## config.mk

```make
export PLATFORM = sky130hd
export DESIGN_NAME = lpmc_top
export DESIGN_NICKNAME = d
export VERILOG_FILES = /design/src/design/lpmc_top.v
export VERILOG_INCLUDE_DIRS = /design/src /design/src/design
export SDC_FILE = /design/constraint.sdc
export NUM_CORES = 1
export LEC_CHECK = 0
export BUFFER_PORTS_ARGS = -buffer_cell sky130_fd_sc_hd__buf_4
export CORE_UTILIZATION = 47
export DETAILED_ROUTE_END_ITERATION = 7
export GPL_ROUTABILITY_DRIVEN = 1
export GPL_TIMING_DRIVEN = 0
export PLACE_DENSITY_LB_ADDON = 0.15
export SYNTH_ARGS = -nofsm -noshare
export SYNTH_HDL_FRONTEND = slang
export SYNTH_SLANG_ARGS = --single-unit
```

## constraint.sdc

```tcl
create_clock -name i_clk -period 4.1 [get_ports i_clk]
set_input_delay 0.82 -clock i_clk [delete_from_list [all_inputs] [get_ports i_clk]]
set_output_delay 0.82 -clock i_clk [all_outputs]
set_load 0.01 [all_outputs]
```

## src/design/lpmc_consts.vh

```
// Purpose: constants for the low-power mode controller
// Assumes: AXI4-Lite byte addresses, 32-bit data
// Notes: definitions only
`ifndef LPMC_CONSTS_VH
`define LPMC_CONSTS_VH
`define LPMC_ADDR_STOP_CTRL 8'h38
`define LPMC_ADDR_MODE_TWO 8'h3C
`define LPMC_ADDR_TIME_BASE 8'h40
`define LPMC_ADDR_STATUS 8'h44
`define LPMC_STOP_CTRL_RST 8'h00
`define LPMC_MODE_TWO_RST 8'h80
`define LPMC_BIT_STOP 7
`define LPMC_BIT_RELEASE_METHOD 6
`define LPMC_BIT_RETURN_MODE 5
`define LPMC_BIT_HOLD 4
`define LPMC_BIT_WUT_HI 3
`define LPMC_BIT_WUT_LO 2
`define LPMC_BIT_XEN 7
`define LPMC_BIT_XTEN 6
`define LPMC_BIT_SYSCK 5
`define LPMC_BIT_IDLE 4
`define LPMC_BIT_TIMING_GEN_HALT 2
`define LPMC_BIT_TBEN 3
`define LPMC_BIT_TBIE 4
`define LPMC_BIT_MIE 5
`define LPMC_WU_NORM_00 24'h030000
`define LPMC_WU_NORM_01 24'h010000
`define LPMC_WU_NORM_10 24'h00C000
`define LPMC_WU_NORM_11 24'h004000
`define LPMC_WU_SLOW_00 24'h006000
`define LPMC_WU_SLOW_01 24'h002000
`define LPMC_WU_SLOW_10 24'h0000C0
`define LPMC_WU_SLOW_11 24'h000040
`define LPMC_RESP_OKAY 2'h0
`define LPMC_RESP_SLVERR 2'h2
`endif

```

## src/design/lpmc_top.v

```verilog
// Purpose: operating-mode controller: sleep, timer-gated sleep and STOP
// Assumes: fast/slow clocks arrive as enable pulses; pins are asynchronous
// Notes: AXI4-Lite slave, single clock domain
// Notes on behaviour
// Sleep one: slow osc on, CPU/watchdog/fast osc off
// Sleep one enters like idle, returns slow
// Slow/sleep one stop divider stages one-six
// Sleep two keeps fast oscillator running
// Halt bit in slow enters timer-gated sleep
// Only time base clocked; wake on falling edge
// Timer-gated sleep exits to first slow mode
// Entry independent of enable; irq needs three enables
// Enabled timer sets time-base latch after exit
// Stop bit halts oscillators, holds state
// Stop pin releases, resume after warm-up
// Release method bit: edge or level
// Return mode bit: normal or slow
// Port hold bit: tristate or keep outputs
// Warm-up field selects count per return mode
// Software sets return mode matching entry
// Reset pin exit always gives first normal
// Stop register bits zero/one read undefined
// Tristated ports force inputs to zero
// Key wake-up needs level-sensitive release
// Shared stop pin tristated during STOP
// Interrupt request ends idle or sleep
// Timer-gated release clears halt bit
// Level release with pin high skips stop
//
// Chosen here: register access over AXI4-Lite.
`timescale 1ns/1ns
`include "lpmc_consts.vh"
module lpmc_top (
  input wire i_clk,
  input wire i_sys_rst,
  input wire [7:0] s_axi_awaddr,
  input wire s_axi_awvalid,
  output reg s_axi_awready,
  input wire [31:0] s_axi_wdata,
  input wire [3:0] s_axi_wstrb,
  input wire s_axi_wvalid,
  output reg s_axi_wready,
  output reg [1:0] s_axi_bresp,
  output reg s_axi_bvalid,
  input wire s_axi_bready,
  input wire [7:0] s_axi_araddr,
  input wire s_axi_arvalid,
  output reg s_axi_arready,
  output reg [31:0] s_axi_rdata,
  output reg [1:0] s_axi_rresp,
  output reg s_axi_rvalid,
  input wire s_axi_rready,
  input wire i_fast_clk_en,
  input wire i_slow_clk_en,
  input wire i_time_base_src,
  input wire i_stop_pin,
  input wire i_key_wakeup,
  input wire i_irq_req,
  input wire [7:0] i_port_in,
  output reg o_fast_osc_en,
  output reg o_slow_osc_en,
  output reg o_cpu_run,
  output reg o_wdt_run,
  output reg o_periph_clk_en,
  output reg o_time_base_clk_en,
  output reg o_div_low_run,
  output reg o_port_out_en,
  output reg o_stop_pin_oe,
  output reg [7:0] o_port_in_val,
  output reg o_time_base_irq_latch,
  output reg o_time_base_irq,
  output reg [3:0] o_mode
);
  localparam ST_NORM1 = 4'h0;
  localparam ST_NORM2 = 4'h1;
  localparam ST_SLOW_FAST_OSC_ON = 4'h2;
  localparam ST_SLOW_FAST_OSC_OFF = 4'h3;
  localparam ST_FIRST_IDLE = 4'h4;
  localparam ST_SECOND_IDLE = 4'h5;
  localparam ST_SLP1 = 4'h6;
  localparam ST_SLP2 = 4'h7;
  localparam ST_TGIDLE = 4'h8;
  localparam ST_TGSLP = 4'h9;
  localparam ST_STOP = 4'hA;
  localparam ST_WARM = 4'hB;

  function [23:0] wu_count;
    input [1:0] sel;
    input to_slow;
    begin
      case ({to_slow, sel})
        3'h0: wu_count = `LPMC_WU_NORM_00;
        3'h1: wu_count = `LPMC_WU_NORM_01;
        3'h2: wu_count = `LPMC_WU_NORM_10;
        3'h3: wu_count = `LPMC_WU_NORM_11;
        3'h4: wu_count = `LPMC_WU_SLOW_00;
        3'h5: wu_count = `LPMC_WU_SLOW_01;
        3'h6: wu_count = `LPMC_WU_SLOW_10;
        default: wu_count = `LPMC_WU_SLOW_11;
      endcase
    end
  endfunction

  ////////////////////////////////////////////////////////////////////////////
  // Pin synchronisers: change counts once stages two and three agree
  reg [2:0] stop_sync_ff;
  reg [2:0] key_sync_ff;
  reg [2:0] irq_sync_ff;
  reg [2:0] tb_sync_ff;
  reg stop_lvl_ff;
  reg key_lvl_ff;
  reg irq_lvl_ff;
  reg tb_lvl_ff;
  reg [7:0] port_s1_ff;
  reg [7:0] port_s2_ff;
  reg [7:0] port_s3_ff;
  always @(posedge i_clk) begin
    if (i_sys_rst) begin
      stop_sync_ff <= 3'h0;
      key_sync_ff <= 3'h0;
      irq_sync_ff <= 3'h0;
      tb_sync_ff <= 3'h0;
      stop_lvl_ff <= 1'b0;
      key_lvl_ff <= 1'b0;
      irq_lvl_ff <= 1'b0;
      tb_lvl_ff <= 1'b0;
      port_s1_ff <= 8'h00;
      port_s2_ff <= 8'h00;
      port_s3_ff <= 8'h00;
    end else begin
      stop_sync_ff <= {stop_sync_ff[1:0], i_stop_pin};
      key_sync_ff <= {key_sync_ff[1:0], i_key_wakeup};
      irq_sync_ff <= {irq_sync_ff[1:0], i_irq_req};
      tb_sync_ff <= {tb_sync_ff[1:0], i_time_base_src};
      port_s1_ff <= i_port_in;
      port_s2_ff <= port_s1_ff;
      port_s3_ff <= port_s2_ff;
      if (stop_sync_ff[1] == stop_sync_ff[2])
        stop_lvl_ff <= stop_sync_ff[2];
      if (key_sync_ff[1] == key_sync_ff[2])
        key_lvl_ff <= key_sync_ff[2];
      if (irq_sync_ff[1] == irq_sync_ff[2])
        irq_lvl_ff <= irq_sync_ff[2];
      if (tb_sync_ff[1] == tb_sync_ff[2])
        tb_lvl_ff <= tb_sync_ff[2];
    end
  end

  ////////////////////////////////////////////////////////////////////////////
  // Registers and mode state
  reg [7:0] stop_ctrl_ff;
  reg [7:0] mode_two_ff;
  reg [7:0] time_base_ff;
  reg [3:0] state_ff;
  reg [23:0] warm_cnt_ff;
  reg warm_slow_ff;
  reg tb_armed_ff;
  reg tb_prev_ff;
  reg stop_prev_ff;
  reg set_tb_latch;
  reg [7:0] wr_addr_ff;
  reg [31:0] wr_data_ff;
  reg [3:0] wr_strb_ff;
  reg aw_have_ff;
  reg w_have_ff;
  wire wr_fire = aw_have_ff && w_have_ff && !s_axi_bvalid;

  wire tb_fall = tb_prev_ff && !tb_lvl_ff;
  wire stop_rise = !stop_prev_ff && stop_lvl_ff;
  wire level_rel = stop_ctrl_ff[`LPMC_BIT_RELEASE_METHOD];
  // Key wake-up is honoured only with level release; software must not mix them
  wire stop_release = level_rel ? (stop_lvl_ff || key_lvl_ff) : stop_rise;
  wire wr_stop_ctrl = wr_fire && (wr_addr_ff == `LPMC_ADDR_STOP_CTRL) && wr_strb_ff[0];
  wire wr_mode_two = wr_fire && (wr_addr_ff == `LPMC_ADDR_MODE_TWO) && wr_strb_ff[0];
  wire wr_time_base = wr_fire && (wr_addr_ff == `LPMC_ADDR_TIME_BASE) && wr_strb_ff[0];
  wire wr_status = wr_fire && (wr_addr_ff == `LPMC_ADDR_STATUS) && wr_strb_ff[0];

  reg [3:0] nxt_state;
  reg [7:0] nxt_mode_two;
  reg [7:0] nxt_stop_ctrl;
  reg [23:0] nxt_warm_cnt;
  reg nxt_warm_slow;
  reg nxt_tb_armed;
  always @* begin
    nxt_state = state_ff;
    nxt_mode_two = wr_mode_two ? wr_data_ff[7:0] : mode_two_ff;
    nxt_stop_ctrl = wr_stop_ctrl ? {wr_data_ff[7:2], 2'b00} : stop_ctrl_ff;
    nxt_warm_cnt = warm_cnt_ff;
    nxt_warm_slow = warm_slow_ff;
    nxt_tb_armed = tb_armed_ff;
    set_tb_latch = 1'b0;
    case (state_ff)
      ST_NORM1, ST_NORM2, ST_SLOW_FAST_OSC_OFF, ST_SLOW_FAST_OSC_ON: begin
        if (stop_ctrl_ff[`LPMC_BIT_STOP]) begin
          nxt_warm_slow = stop_ctrl_ff[`LPMC_BIT_RETURN_MODE];
          nxt_warm_cnt = wu_count(stop_ctrl_ff[`LPMC_BIT_WUT_HI:`LPMC_BIT_WUT_LO],
                                  stop_ctrl_ff[`LPMC_BIT_RETURN_MODE]);
          if (level_rel && stop_lvl_ff)
            nxt_state = ST_WARM;
          else
            nxt_state = ST_STOP;
        end else if (mode_two_ff[`LPMC_BIT_TIMING_GEN_HALT]) begin
          nxt_tb_armed = time_base_ff[`LPMC_BIT_TBEN];
          if (state_ff == ST_SLOW_FAST_OSC_OFF || state_ff == ST_SLOW_FAST_OSC_ON)
            nxt_state = ST_TGSLP;
          else
            nxt_state = ST_TGIDLE;
        end else if (mode_two_ff[`LPMC_BIT_IDLE]) begin
          case (state_ff)
            ST_NORM1: nxt_state = ST_FIRST_IDLE;
            ST_NORM2: nxt_state = ST_SECOND_IDLE;
            ST_SLOW_FAST_OSC_OFF: nxt_state = ST_SLP1;
            default: nxt_state = ST_SLP2;
          endcase
        end else if (mode_two_ff[`LPMC_BIT_SYSCK]) begin
          nxt_state = mode_two_ff[`LPMC_BIT_XEN] ? ST_SLOW_FAST_OSC_ON : ST_SLOW_FAST_OSC_OFF;
        end else begin
          nxt_state = mode_two_ff[`LPMC_BIT_XTEN] ? ST_NORM2 : ST_NORM1;
        end
      end
      ST_FIRST_IDLE, ST_SECOND_IDLE, ST_SLP1, ST_SLP2: begin
        if (irq_lvl_ff) begin
          nxt_mode_two[`LPMC_BIT_IDLE] = 1'b0;
          case (state_ff)
            ST_FIRST_IDLE: nxt_state = ST_NORM1;
            ST_SECOND_IDLE: nxt_state = ST_NORM2;
            ST_SLP1: nxt_state = ST_SLOW_FAST_OSC_OFF;
            default: nxt_state = ST_SLOW_FAST_OSC_ON;
          endcase
        end
      end
      ST_TGIDLE, ST_TGSLP: begin
        if (tb_fall) begin
          nxt_mode_two[`LPMC_BIT_TIMING_GEN_HALT] = 1'b0;
          nxt_state = (state_ff == ST_TGSLP) ? ST_SLOW_FAST_OSC_OFF : ST_NORM1;
          set_tb_latch = tb_armed_ff;
        end
      end
      ST_STOP: begin
        if (stop_release)
          nxt_state = ST_WARM;
      end
      default: begin
        if (warm_cnt_ff <= 24'h000001) begin
          nxt_stop_ctrl[`LPMC_BIT_STOP] = 1'b0;
          nxt_state = warm_slow_ff ? ST_SLOW_FAST_OSC_OFF : ST_NORM1;
        end else if (warm_slow_ff ? i_slow_clk_en : i_fast_clk_en) begin
          nxt_warm_cnt = warm_cnt_ff - 24'h000001;
        end
      end
    endcase
  end

  ////////////////////////////////////////////////////////////////////////////
  // Time-base irq latch: hardware set wins over software clear
  wire clr_tb_latch = wr_status && wr_data_ff[0];
  wire nxt_tb_latch = set_tb_latch || (o_time_base_irq_latch && !clr_tb_latch);

  always @(posedge i_clk) begin
    if (i_sys_rst) begin
      state_ff <= ST_NORM1;
      stop_ctrl_ff <= `LPMC_STOP_CTRL_RST;
      mode_two_ff <= `LPMC_MODE_TWO_RST;
      time_base_ff <= 8'h00;
      warm_cnt_ff <= 24'h000000;
      warm_slow_ff <= 1'b0;
      tb_armed_ff <= 1'b0;
      tb_prev_ff <= 1'b0;
      stop_prev_ff <= 1'b0;
      o_time_base_irq_latch <= 1'b0;
    end else begin
      state_ff <= nxt_state;
      stop_ctrl_ff <= nxt_stop_ctrl;
      mode_two_ff <= nxt_mode_two;
      if (wr_time_base)
        time_base_ff <= wr_data_ff[7:0];
      warm_cnt_ff <= nxt_warm_cnt;
      warm_slow_ff <= nxt_warm_slow;
      tb_armed_ff <= nxt_tb_armed;
      tb_prev_ff <= tb_lvl_ff;
      stop_prev_ff <= stop_lvl_ff;
      o_time_base_irq_latch <= nxt_tb_latch;
    end
  end

  ////////////////////////////////////////////////////////////////////////////
  // Clock and port controls, all registered from the next state
  wire n_stop = (nxt_state == ST_STOP);
  wire n_tg = (nxt_state == ST_TGIDLE) || (nxt_state == ST_TGSLP);
  wire n_slowish = (nxt_state == ST_SLOW_FAST_OSC_OFF) || (nxt_state == ST_SLP1) || (nxt_state == ST_TGSLP);
  wire n_cpu = (nxt_state == ST_NORM1) || (nxt_state == ST_NORM2) ||
               (nxt_state == ST_SLOW_FAST_OSC_OFF) || (nxt_state == ST_SLOW_FAST_OSC_ON);
  wire n_fast = !n_stop && !(nxt_state == ST_SLOW_FAST_OSC_OFF || nxt_state == ST_SLP1 || nxt_state == ST_TGSLP);
  wire n_slow = !n_stop && (nxt_state != ST_NORM1) && (nxt_state != ST_FIRST_IDLE) && (nxt_state != ST_TGIDLE);
  wire n_hiz = n_stop && !nxt_stop_ctrl[`LPMC_BIT_HOLD];
  always @(posedge i_clk) begin
    if (i_sys_rst) begin
      o_fast_osc_en <= 1'b1;
      o_slow_osc_en <= 1'b0;
      o_cpu_run <= 1'b1;
      o_wdt_run <= 1'b1;
      o_periph_clk_en <= 1'b1;
      o_time_base_clk_en <= 1'b1;
      o_div_low_run <= 1'b1;
      o_port_out_en <= 1'b1;
      o_stop_pin_oe <= 1'b1;
      o_port_in_val <= 8'h00;
      o_time_base_irq <= 1'b0;
      o_mode <= ST_NORM1;
    end else begin
      o_fast_osc_en <= n_fast;
      o_slow_osc_en <= n_slow;
      o_cpu_run <= n_cpu;
      o_wdt_run <= n_cpu;
      o_periph_clk_en <= !n_stop && !n_tg;
      o_time_base_clk_en <= !n_stop;
      o_div_low_run <= !n_stop && !n_slowish;
      o_port_out_en <= !n_hiz;
      o_stop_pin_oe <= !n_stop;
      // Bits where stages two and three disagree keep their last value
      o_port_in_val <= n_hiz ? 8'h00 : ((port_s2_ff & port_s3_ff) | (o_port_in_val & (port_s2_ff | port_s3_ff)));
      // Irq follows the latch's next value so it never outlives a cleared latch
      o_time_base_irq <= nxt_tb_latch && time_base_ff[`LPMC_BIT_MIE] &&
                         time_base_ff[`LPMC_BIT_TBIE] && time_base_ff[`LPMC_BIT_TBEN];
      o_mode <= nxt_state;
    end
  end

  ////////////////////////////////////////////////////////////////////////////
  // AXI4-Lite slave
  always @(posedge i_clk) begin
    if (i_sys_rst) begin
      s_axi_awready <= 1'b0;
      s_axi_wready <= 1'b0;
      s_axi_bvalid <= 1'b0;
      s_axi_bresp <= `LPMC_RESP_OKAY;
      aw_have_ff <= 1'b0;
      w_have_ff <= 1'b0;
      wr_addr_ff <= 8'h00;
      wr_data_ff <= 32'h00000000;
      wr_strb_ff <= 4'h0;
    end else begin
      s_axi_awready <= !aw_have_ff && !s_axi_awready && s_axi_awvalid && !s_axi_bvalid;
      s_axi_wready <= !w_have_ff && !s_axi_wready && s_axi_wvalid && !s_axi_bvalid;
      if (s_axi_awvalid && s_axi_awready) begin
        aw_have_ff <= 1'b1;
        wr_addr_ff <= {s_axi_awaddr[7:2], 2'b00};
      end
      if (s_axi_wvalid && s_axi_wready) begin
        w_have_ff <= 1'b1;
        wr_data_ff <= s_axi_wdata;
        wr_strb_ff <= s_axi_wstrb;
      end
      if (wr_fire) begin
        aw_have_ff <= 1'b0;
        w_have_ff <= 1'b0;
        s_axi_bvalid <= 1'b1;
        if (wr_addr_ff == `LPMC_ADDR_STOP_CTRL || wr_addr_ff == `LPMC_ADDR_MODE_TWO ||
            wr_addr_ff == `LPMC_ADDR_TIME_BASE || wr_addr_ff == `LPMC_ADDR_STATUS)
          s_axi_bresp <= `LPMC_RESP_OKAY;
        else
          s_axi_bresp <= `LPMC_RESP_SLVERR;
      end else if (s_axi_bvalid && s_axi_bready) begin
        s_axi_bvalid <= 1'b0;
      end
    end
  end

  wire [7:0] rd_addr = {s_axi_araddr[7:2], 2'b00};
  always @(posedge i_clk) begin
    if (i_sys_rst) begin
      s_axi_arready <= 1'b0;
      s_axi_rvalid <= 1'b0;
      s_axi_rdata <= 32'h00000000;
      s_axi_rresp <= `LPMC_RESP_OKAY;
    end else begin
      s_axi_arready <= !s_axi_arready && s_axi_arvalid && !s_axi_rvalid;
      if (s_axi_arvalid && s_axi_arready) begin
        s_axi_rvalid <= 1'b1;
        s_axi_rresp <= `LPMC_RESP_OKAY;
        if (rd_addr == `LPMC_ADDR_STOP_CTRL)
          s_axi_rdata <= {24'h000000, stop_ctrl_ff[7:2], 2'b00};
        else if (rd_addr == `LPMC_ADDR_MODE_TWO)
          s_axi_rdata <= {24'h000000, mode_two_ff[7:4], 1'b0, mode_two_ff[2], 2'b00};
        else if (rd_addr == `LPMC_ADDR_TIME_BASE)
          s_axi_rdata <= {24'h000000, time_base_ff};
        else if (rd_addr == `LPMC_ADDR_STATUS)
          s_axi_rdata <= {24'h000000, state_ff, 3'h0, o_time_base_irq_latch};
        else begin
          s_axi_rdata <= 32'h00000000;
          s_axi_rresp <= `LPMC_RESP_SLVERR;
        end
      end else if (s_axi_rvalid && s_axi_rready) begin
        s_axi_rvalid <= 1'b0;
      end
    end
  end
endmodule
```

# After elaboration in Yosys (flattened, before gate mapping)
# Index checks and enable logic that the tools add are counted.
# op_classes
addsub	1
order_cmp	1
eq_ne	39
muxes	47
n_bitwise	6
reduce_logical	81
# op_table
op	n
one-hot mux 18 bit (7 select lines)	1
2-to-1 mux 24 bit	3
one-hot mux 24 bit (2 select lines)	1
2-to-1 mux 8 bit	5
logical AND 1 bit	37
2-to-1 mux 4 bit	7
equality test 4 bit, second input constant	6
equality test 6 x 4 -> 1 bit, second input constant	4
equality test 6 x 5 -> 1 bit, second input constant	4
less-or-equal comparator 24 x 1 -> 1 bit, second input constant	1
subtractor 24 x 1 -> 24 bit, second input constant	1
equality test 4 x 3 -> 1 bit, second input constant	5
2-to-1 mux 1 bit	18
bitwise AND 8 bit	2
equality test 4 x 2 -> 1 bit, second input constant	4
2-to-1 mux 2 bit	8
OR 8 bit	2
one-hot mux 4 bit (4 select lines)	1
logical NOT 1 bit	15
logical OR 1 bit	12
one-hot mux 2 bit (3 select lines)	2
OR reduction 11 bit	1
equality test 3 bit, second input constant	3
equality test 4 x 1 -> 1 bit, second input constant	2
19 further kinds	30
# word_totals
reg_bits	168

# Logic depth before layout (Yosys ltp)
# Gate-level depths: netlist of run 1.
# depth
depth_word	11
depth_mapped	9
depth_no_buf	8

# Worst setup path before layout of run 1
# OpenSTA, ideal clock, no wires.
# synth_timing
kind	register to register
from	register warm_cnt_ff[2]
to	register o_port_in_val[0]
setup_time_ps	139
t_arrival_ps	2255
path_slack_ps	1706
path_stages_with_launch	7
cell_sequence	dfxtp_1 or4_4 nor4_4 a21oi_2 or4_4 o41ai_4 a21oi_1
# synth_between
elab_chain_cells	6
# synth_rtl
element	line_no	rtl
start, declared	lpmc_top.v:155	reg [23:0] warm_cnt_ff;
start signal, assigned	lpmc_top.v:277	warm_cnt_ff <= nxt_warm_cnt;
less-or-equal comparator 24 x 1 -> 1 bit	lpmc_top.v:244	if (warm_cnt_ff <= 24'h000001) begin
2-to-1 mux 4 bit	lpmc_top.v:244	
one-hot mux 4 bit (4 select lines)	lpmc_top.v:192	case (state_ff)
equality test 4 bit	lpmc_top.v:288	wire n_stop = (nxt_state == ST_STOP);
logical AND 1 bit	lpmc_top.v:295	wire n_hiz = n_stop && !nxt_stop_ctrl[`LPMC_BIT_HOLD];
OR reduction 2 bit (no source line)	--	
end signal, assigned	lpmc_top.v:321	o_port_in_val <= n_hiz ? 8'h00 : ((port_s2_ff & port_s3_ff) | (o_port_in_val & (port_s2_ff | port_s3_ff)));
end, declared	lpmc_top.v:69	output reg [7:0] o_port_in_val,
# No other way between the ends.
# A chain may end at the register's enable or synchronous reset.

# Worst setup path in the final report of run 1
# layout_timing
from	register warm_cnt_ff[14]
to	register o_port_in_val[3]
# Same word-level chain as after synthesis.

==> results of run 1 <==
==> flip-flops by register name, summed over array words and instances (netlist names), 8 cells and up <==
signal,cells
time_base_ff,8
s_axi_rdata,8
o_port_in_val,8
warm_cnt_ff,24
port_s2_ff,8
wr_data_ff,8
port_s3_ff,8
port_s1_ff,8
==> final timing paths <==
kind / end / slack [ps]
setup reg to reg: o_port_in_val[3] / 1160
hold / removal: port_s2_ff[3] / 430
setup / recovery: o_port_in_val[3] / 1160
hold reg to reg: port_s2_ff[3] / 430
==> worst max-delay path: stages (launching register included) <==
cell,delay [ps]
dfxtp_1,360
nor4_1,680
and3_1,350
a21oi_2,100
or4_4,580
o41ai_4,600
a21oi_1,110
==> cells by family after synthesis <==
| logic type | synth area share, % |
|---|---|
| flops | 47.2 |
| mux | 6.00 |
| xor+xnor | 2.23 |
| other cells | 0.0636 |
| fa+ha+maj | 0.424 |
| simple gates | 23.2 |
| compound gates | 14.3 |
| buf+inv | 6.62 |
==> routing by layer <==
metal	GRT usage, %	vias to the layer above	wire [um]
met5	0	-	0
met4	8.40	0	278
met1	29.0	2376	6560
li1	-	2491	-
met3	6.16	22	707
met2	39.4	154	7070
==> stage by stage <==
step                area, um2  total power (W)  hold WS (ps)  std cells  worst slack (ps)
detailed placement       6770          0.00157           422        932              1240
global route             7440          0.00335           453        964               975
finish                   7440          0.00326           434        964              1160
global placement         6770          0.00156           417        932              1320
CTS                      7440          0.00327           437        964              1200
floorplan                5990          0.00150           414        688              1710
==> power by group <==
group          switching [W]  leakage [nW]  total [W]  internal (W)
clock network       0.000608         0.320    0.00172       0.00111
logic              0.0000775          1.60   0.000148     0.0000704
registers          0.0000144          1.13    0.00139       0.00138
total               0.000700          3.05    0.00326       0.00256
==> layout by cell type (no fill, tap or decap), types with 17 or more instances in the layout <==
cell,synthesis,routed
conb_1,1,26
nor2_1,71,71
clkbuf_1,35,35
o21ai_0,29,29
a21oi_1,51,51
dfxtp_1,139,139
buf_4,29,105
clkbuf_16,0,17
mux2i_1,32,32
nand2_1,65,65
nor2b_1,44,44
==> area by class of cell <==
type	instances	share of cell area, %
multi-input cells	474	37.9
flip-flops and latches	139	37.4
repair buffers	76	7.67
clock buffers	18	5.90
plain buffers	65	4.74
clock inverters	14	3.08
well taps	168	2.82
inverters	10	0.504
==> results by group, run 1 <==
Status
  – Status: finished, final reports clean

Final layout
  – Total Nets Final: between 800 and 900
  – Final Util: about three fifths
  – Fillers: 1096
  – Antenna Cells: 0
  – Multi-input logic area: 0.00282 mm2
  – Sequential cell area: between 0.002 and 0.003 mm2
  – Share of cells above drive strength 1: approximately 20%
  – Area delta synth->final: 26.2%

Global route
  – First-pass GRT wire length: 23.5 mm
  – Initial antenna violation count: 0
  – Pin count of the biggest net entering global routing: 17
  – Vias in the first global route: around 4700
  – Total GRT Usage: 23.5%
  – GRT overflow: 0

STA
  – Hold Violations, Final: 0
  – Tightest Pin Transition: 838 ps
  – Setup TNS: 0 ps
  – Fin crit share: a little under three quarters
  – RSZ-0062 raised after global routing: false
  – Fin crit period: a little under 3000 ps
  – Fin Clk Skew: about 9.4 ps
  – Max-slew headroom: 43.8%
  – Slew Viols, Final: 0
  – Fmax: approximately 0.34 GHz
  – Final setup vio count: 0

Place
  – PortBufs: between 70 and 80
  – HPWL after DPL: between 10 and 15 mm
  – GPL Wtd Cong: about 0.87

Route
  – DR WL/cell: 15.2 um
  – Final WL: approximately 15 mm
  – Starting DRC count in detailed routing: 302
  – Routed Antenna Nets: 0
  – Number of remaining DRC errors: 0
  – Routed vias: 5043
  – Vias per cell: about 5.2
  – Total iterations of the first detailed-routing run: 6

Logic synthesis
  – EDFF count, synth: 0
  – Most frequent cell after synthesis: dfxtp_1
  – Post-synth top cells: dfxtp_1 (139), nor2_1 (71), nand2_1 (65), a21oi_1 (51), nor2b_1 (44)
  – Synth Warn #: 0
  – Largest cells by area after synthesis: dfxtp_1 (47%), mux2i_1 (5.4%), nor2b_1 (4.7%)
  – Top-area cell type share of the netlist area: approximately 47%
  – Yosys top cell by area: dfxtp_1
  – #FFs+latches synth: 139
  – Main synth FF type: dfxtp_1
  – Register area share after synthesis: between 40% and 50%
  – Avg Inst Size Synth: approximately 8.9 um2
  – Async SR Flop Fraction: 0%
  – Synth Cell Area: 0.00590 mm2
  – Post-Syn Instances: about 660
  – Count of cell types in the netlist: 63

Clock network
  – Root Driver: clkbuf_16
  – Worst-Skew Late Latency: 430 ps
  – Clock buffer count from CTS: 17
  – CTS Hold Bufs: 0
  – CTS Buffer Depth: 2
  – Worst-path clk slew: 60 ps
  – Post CTS Setup Buffer Count: 0
  – Clock tree sinks: about 140
  – H-tree Lvls: 4
  – Post-CTS sizing: 0
  – CTS tree: yes

Pwr
  – Peak VDD IR: between 0.4 and 0.5 mV
  – Pleak: a little over 3 nW
  – Power density over cell area: ~440 mW/mm2

Critical path
  – CP Data Required Time: 4370 ps
  – Worst setup path category: flip-flop to flip-flop
  – Crit path max fanout: 8
  – Startpoint class of the critical path: flip-flop
  – Worst r2r src: warm_cnt_ff[14]
  – Critical Path Start: warm_cnt_ff[14]
  – Crit path DAT: between 3000 and 4000 ps
  – Reg2reg path depth: 6
  – CP Capture Type: flip-flop

Die
  – Total core area: between 0.01 and 0.015 mm2
  – Die ar.: between 0.01 and 0.015 mm2
  – Die H: between 100 and 150 um
  – Row Count: 40
  – Starting density of the core: 48.7%
  – IO Count: ~140
  – Die X: 114 um

Worst hold path
  – Hold WC Path Type: flip-flop to flip-flop
  – Hold path cells: 1
  – Min-delay src: port_s1_ff[3]

Job
  – Max-cap violations: 0
Note: power is estimated with default switching activity, not from simulation.
==> run 2, diff against run 1 <==
- clock period: 4.1 -> 2.4 ns (I/O delays scaled with it)
==> results by group, run 2 (same netlist as run 1, synthesis figures left out) <==
Status
  – Status: finished with violations (was finished, final reports clean)
  – Violated checks: setup timing

Place
  – Pre-CTS setup slack: -462 ps (was 1240 ps)
  – PortBufs: 76 (unchanged)
  – Placed Cells: 932 (unchanged)
  – HPWL after DPL: 10.4 mm (unchanged)
  – GPL Wtd Cong: 0.872 (unchanged)

Global route
  – Pin count of the biggest net entering global routing: 17 (unchanged)
  – Total GRT Usage: 23.7% (was 23.5%)
  – Initial antenna violation count: 0 (unchanged)
  – GRT overflow: 0 (unchanged)
  – Vias in the first global route: 4824 (was 4708)
  – First-pass GRT wire length: 23.7 mm (was 23.5 mm)

Route
  – Routed Antenna Nets: 0 (unchanged)
  – Number of remaining DRC errors: 0 (unchanged)
  – Final WL: 15.0 mm (was 14.6 mm)
  – Vias per cell: 5.27 (was 5.23)
  – Starting DRC count in detailed routing: 330 (was 302)
  – Total iterations of the first detailed-routing run: 5 (was 6)
  – Routed vias: 5144 (was 5043)
  – DR WL/cell: 15.3 um (was 15.2 um)

STA
  – RSZ-0062 raised after global routing: true (was false)
  – Fin Clk Skew: 8.39 ps (was 9.43 ps)
  – Fmax: 0.389 GHz (was 0.340 GHz)
  – Slew Viols, Final: 0 (unchanged)
  – Final hold slack: 262 ps (was 434 ps)
  – Fin crit share: 107% (was 71.7%)
  – Setup TNS: -1410 ps (was 0 ps)
  – Hold Violations, Final: 0 (unchanged)
  – Final worst slack: -174 ps (was 1160 ps)
  – Fin crit period: 2570 ps (was 2940 ps)
  – Tightest Pin Transition: 838 ps (about the same)
  – Final setup vio count: 12 (was 0)
  – Max-slew headroom: 43.8% (about the same)

Critical path
  – CP most frequent cell: or4_4
  – Startpoint class of the critical path: flip-flop (unchanged)
  – Critical Path Start: warm_cnt_ff[21] (was warm_cnt_ff[14])
  – CP Cell Sequence: or4_4 > nor4_4 > a21oi_2 > or4_4 > o41ai_4 > buf_4 > a21oi_1 (was nor4_1 > and3_1 > a21oi_2 > or4_4 > o41ai_4 > a21oi_1)
  – Crit path max fanout: 5 (was 8)
  – CP Capture Type: flip-flop (unchanged)
  – Worst setup path category: flip-flop to flip-flop (unchanged)
  – Critical Path Max Stage Delay: 570 ps (was 680 ps)
  – Crit path DAT: 2880 ps (was 3210 ps)
  – Slowest-stage cell, CP: or4_4 (was nor4_1)
  – Worst r2r src: warm_cnt_ff[21] (was warm_cnt_ff[14])
  – Crit path max-delay family: simple AND/OR/NAND/NOR gates (unchanged)
  – CP bufs+invs: 1 (was 0)
  – CP Data Required Time: 2710 ps (was 4370 ps)

Die
  – Starting density of the core: 48.7% (unchanged)
  – IO Count: 137 (unchanged)
  – Die H: 114 um (unchanged)
  – Row Count: 40 (unchanged)
  – Die X: 114 um (unchanged)
  – Die ar.: 0.0130 mm2 (unchanged)
  – Total core area: 0.0121 mm2 (unchanged)

Job
  – Max-cap violations: 0 (unchanged)

Final layout
  – Multi-input logic area: 0.00294 mm2 (was 0.00282 mm2)
  – Max FFs per register: 24 (unchanged)
  – Most frequent cells in the layout: dfxtp_1 (134), buf_4 (117), nor2_1 (69), nand2_1 (65), a21oi_1 (46) (was dfxtp_1 (139), buf_4 (105), nor2_1 (71), nand2_1 (65), a21oi_1 (51))
  – Largest Register: warm_cnt_ff (unchanged)
  – Total Nets Final: 871 (was 858)
  – Share of cells above drive strength 1: 24.8% (was 19.7%)
  – Fillers: 1061 (was 1096)
  – Commonest non-fill, non-tap cell in the layout: dfxtp_1 (unchanged)
  – Sequential cell area: 0.00279 mm2 (was 0.00278 mm2)
  – Final std cells w/o fill: 977 (was 964)
  – Antenna Cells: 0 (unchanged)
  – Area delta synth->final: 30.4% (was 26.2%)

Clock network
  – CTS Buffer Depth: 2 (unchanged)
  – Clock buffer count from CTS: 17 (unchanged)
  – Worst-Skew Late Latency: 420 ps (was 430 ps)
  – CTS tree: yes (unchanged)
  – Root Driver: clkbuf_16 (unchanged)
  – H-tree Lvls: 4 (unchanged)
  – Worst-path clk slew: 60 ps (about the same)
  – Clock tree sinks: 139 (unchanged)

Pwr
  – Peak VDD IR: 0.701 mV (was 0.410 mV)
  – P_sw: 0.00120 W (was 0.000700 W)
  – Sequential power share: 42.7% (about the same)
  – Pleak: 3.19 nW (was 3.05 nW)
  – Part of the power in combinational logic: 4.6% (was 4.5%)
  – Power density over cell area: 724 mW/mm2 (was 438 mW/mm2)
  – Internal power: 0.00437 W (was 0.00256 W)
  – Clock power frac: 52.7% (about the same)
  – Switching share of power: 21.5% (about the same)

Worst hold path
  – Hold WC Path Type: primary input to flip-flop (was flip-flop to flip-flop)
  – Min-delay src: i_port_in[2] (was port_s1_ff[3])
[run 2: cell count changes in the layout (fill, tap and decap cells not counted), moves of 3 or more]
cell / change
nor4_1: -3
dfxtp_2: +5
clkbuf_1: -8
dfxtp_1: -5
buf_4: +12
clkbuf_2: +5
a21oi_1: -5
a21oi_2: +5
[run 2: final cells by class]
cell class                      instances  share of cell area (%)
Clock inverter                         14                    2.98
Sequential cell                       139                    36.3
Tap cell                              168                    2.73
Inverter                               10                   0.488
Multi-Input combinational cell        474                    38.2
Buffer                                 64                    4.73
Timing Repair Buffer                   90                    8.91
Clock buffer                           18                    5.71
[run 2: worst register-to-register path, stage by stage, from the launching register on]
cell     delay, ps
dfxtp_2        320
or4_4          570
nor4_4         330
a21oi_2        120
or4_4          460
o41ai_4        390
buf_4          220
a21oi_1         50
[run 2: path summary, 6_finish.rpt]
path / to / slack (ps) / cells after the start
max: o_port_in_val[7] / -170 / 7
max reg2reg: o_port_in_val[7] / -170 / 7
min reg2reg: port_s2_ff[3] / 440 / 1
min: port_s1_ff[2] / 260 / 2
[run 2: power by group through the flow]
stage	Sequential (W)	Combinational, W	Clock [W]
6_report	0.00238	0.000257	0.00293
5_1_grt	0.00238	0.000279	0.00307
4_1_cts	0.00238	0.000255	0.00297
3_5_place_dp	0.00243	0.000251	0
3_3_place_gp	0.00242	0.000246	0
2_1_floorplan	0.00242	0.000145	0
[run 2: metrics by stage]
step / power [W] / instance area (um2) / util, %
global placement: 0.00267 / 6770 / 55.9
CTS: 0.00560 / 7600 / 62.7
finish: 0.00556 / 7690 / 63.5
detailed placement: 0.00268 / 6770 / 55.9
floorplan: 0.00257 / 5990 / -
global route: 0.00573 / 7690 / 63.5
[run 2: what timing repair did]
action,in CTS,in global routing
pin swaps,10,8
setup endpoints to repair,35,32
endpoints found under the hold margin,0,0
buffers inserted,10,3
hold buffers,0,0
gates cloned,0,1
resized for setup,21,26
[run 2: layer usage]
layer | GRT usage (%) | wire length, um
met2 | 39.9 | 7330
met4 | 9.35 | 308
met5 | 0 | 0
met1 | 28.8 | 6570
met3 | 6.32 | 790
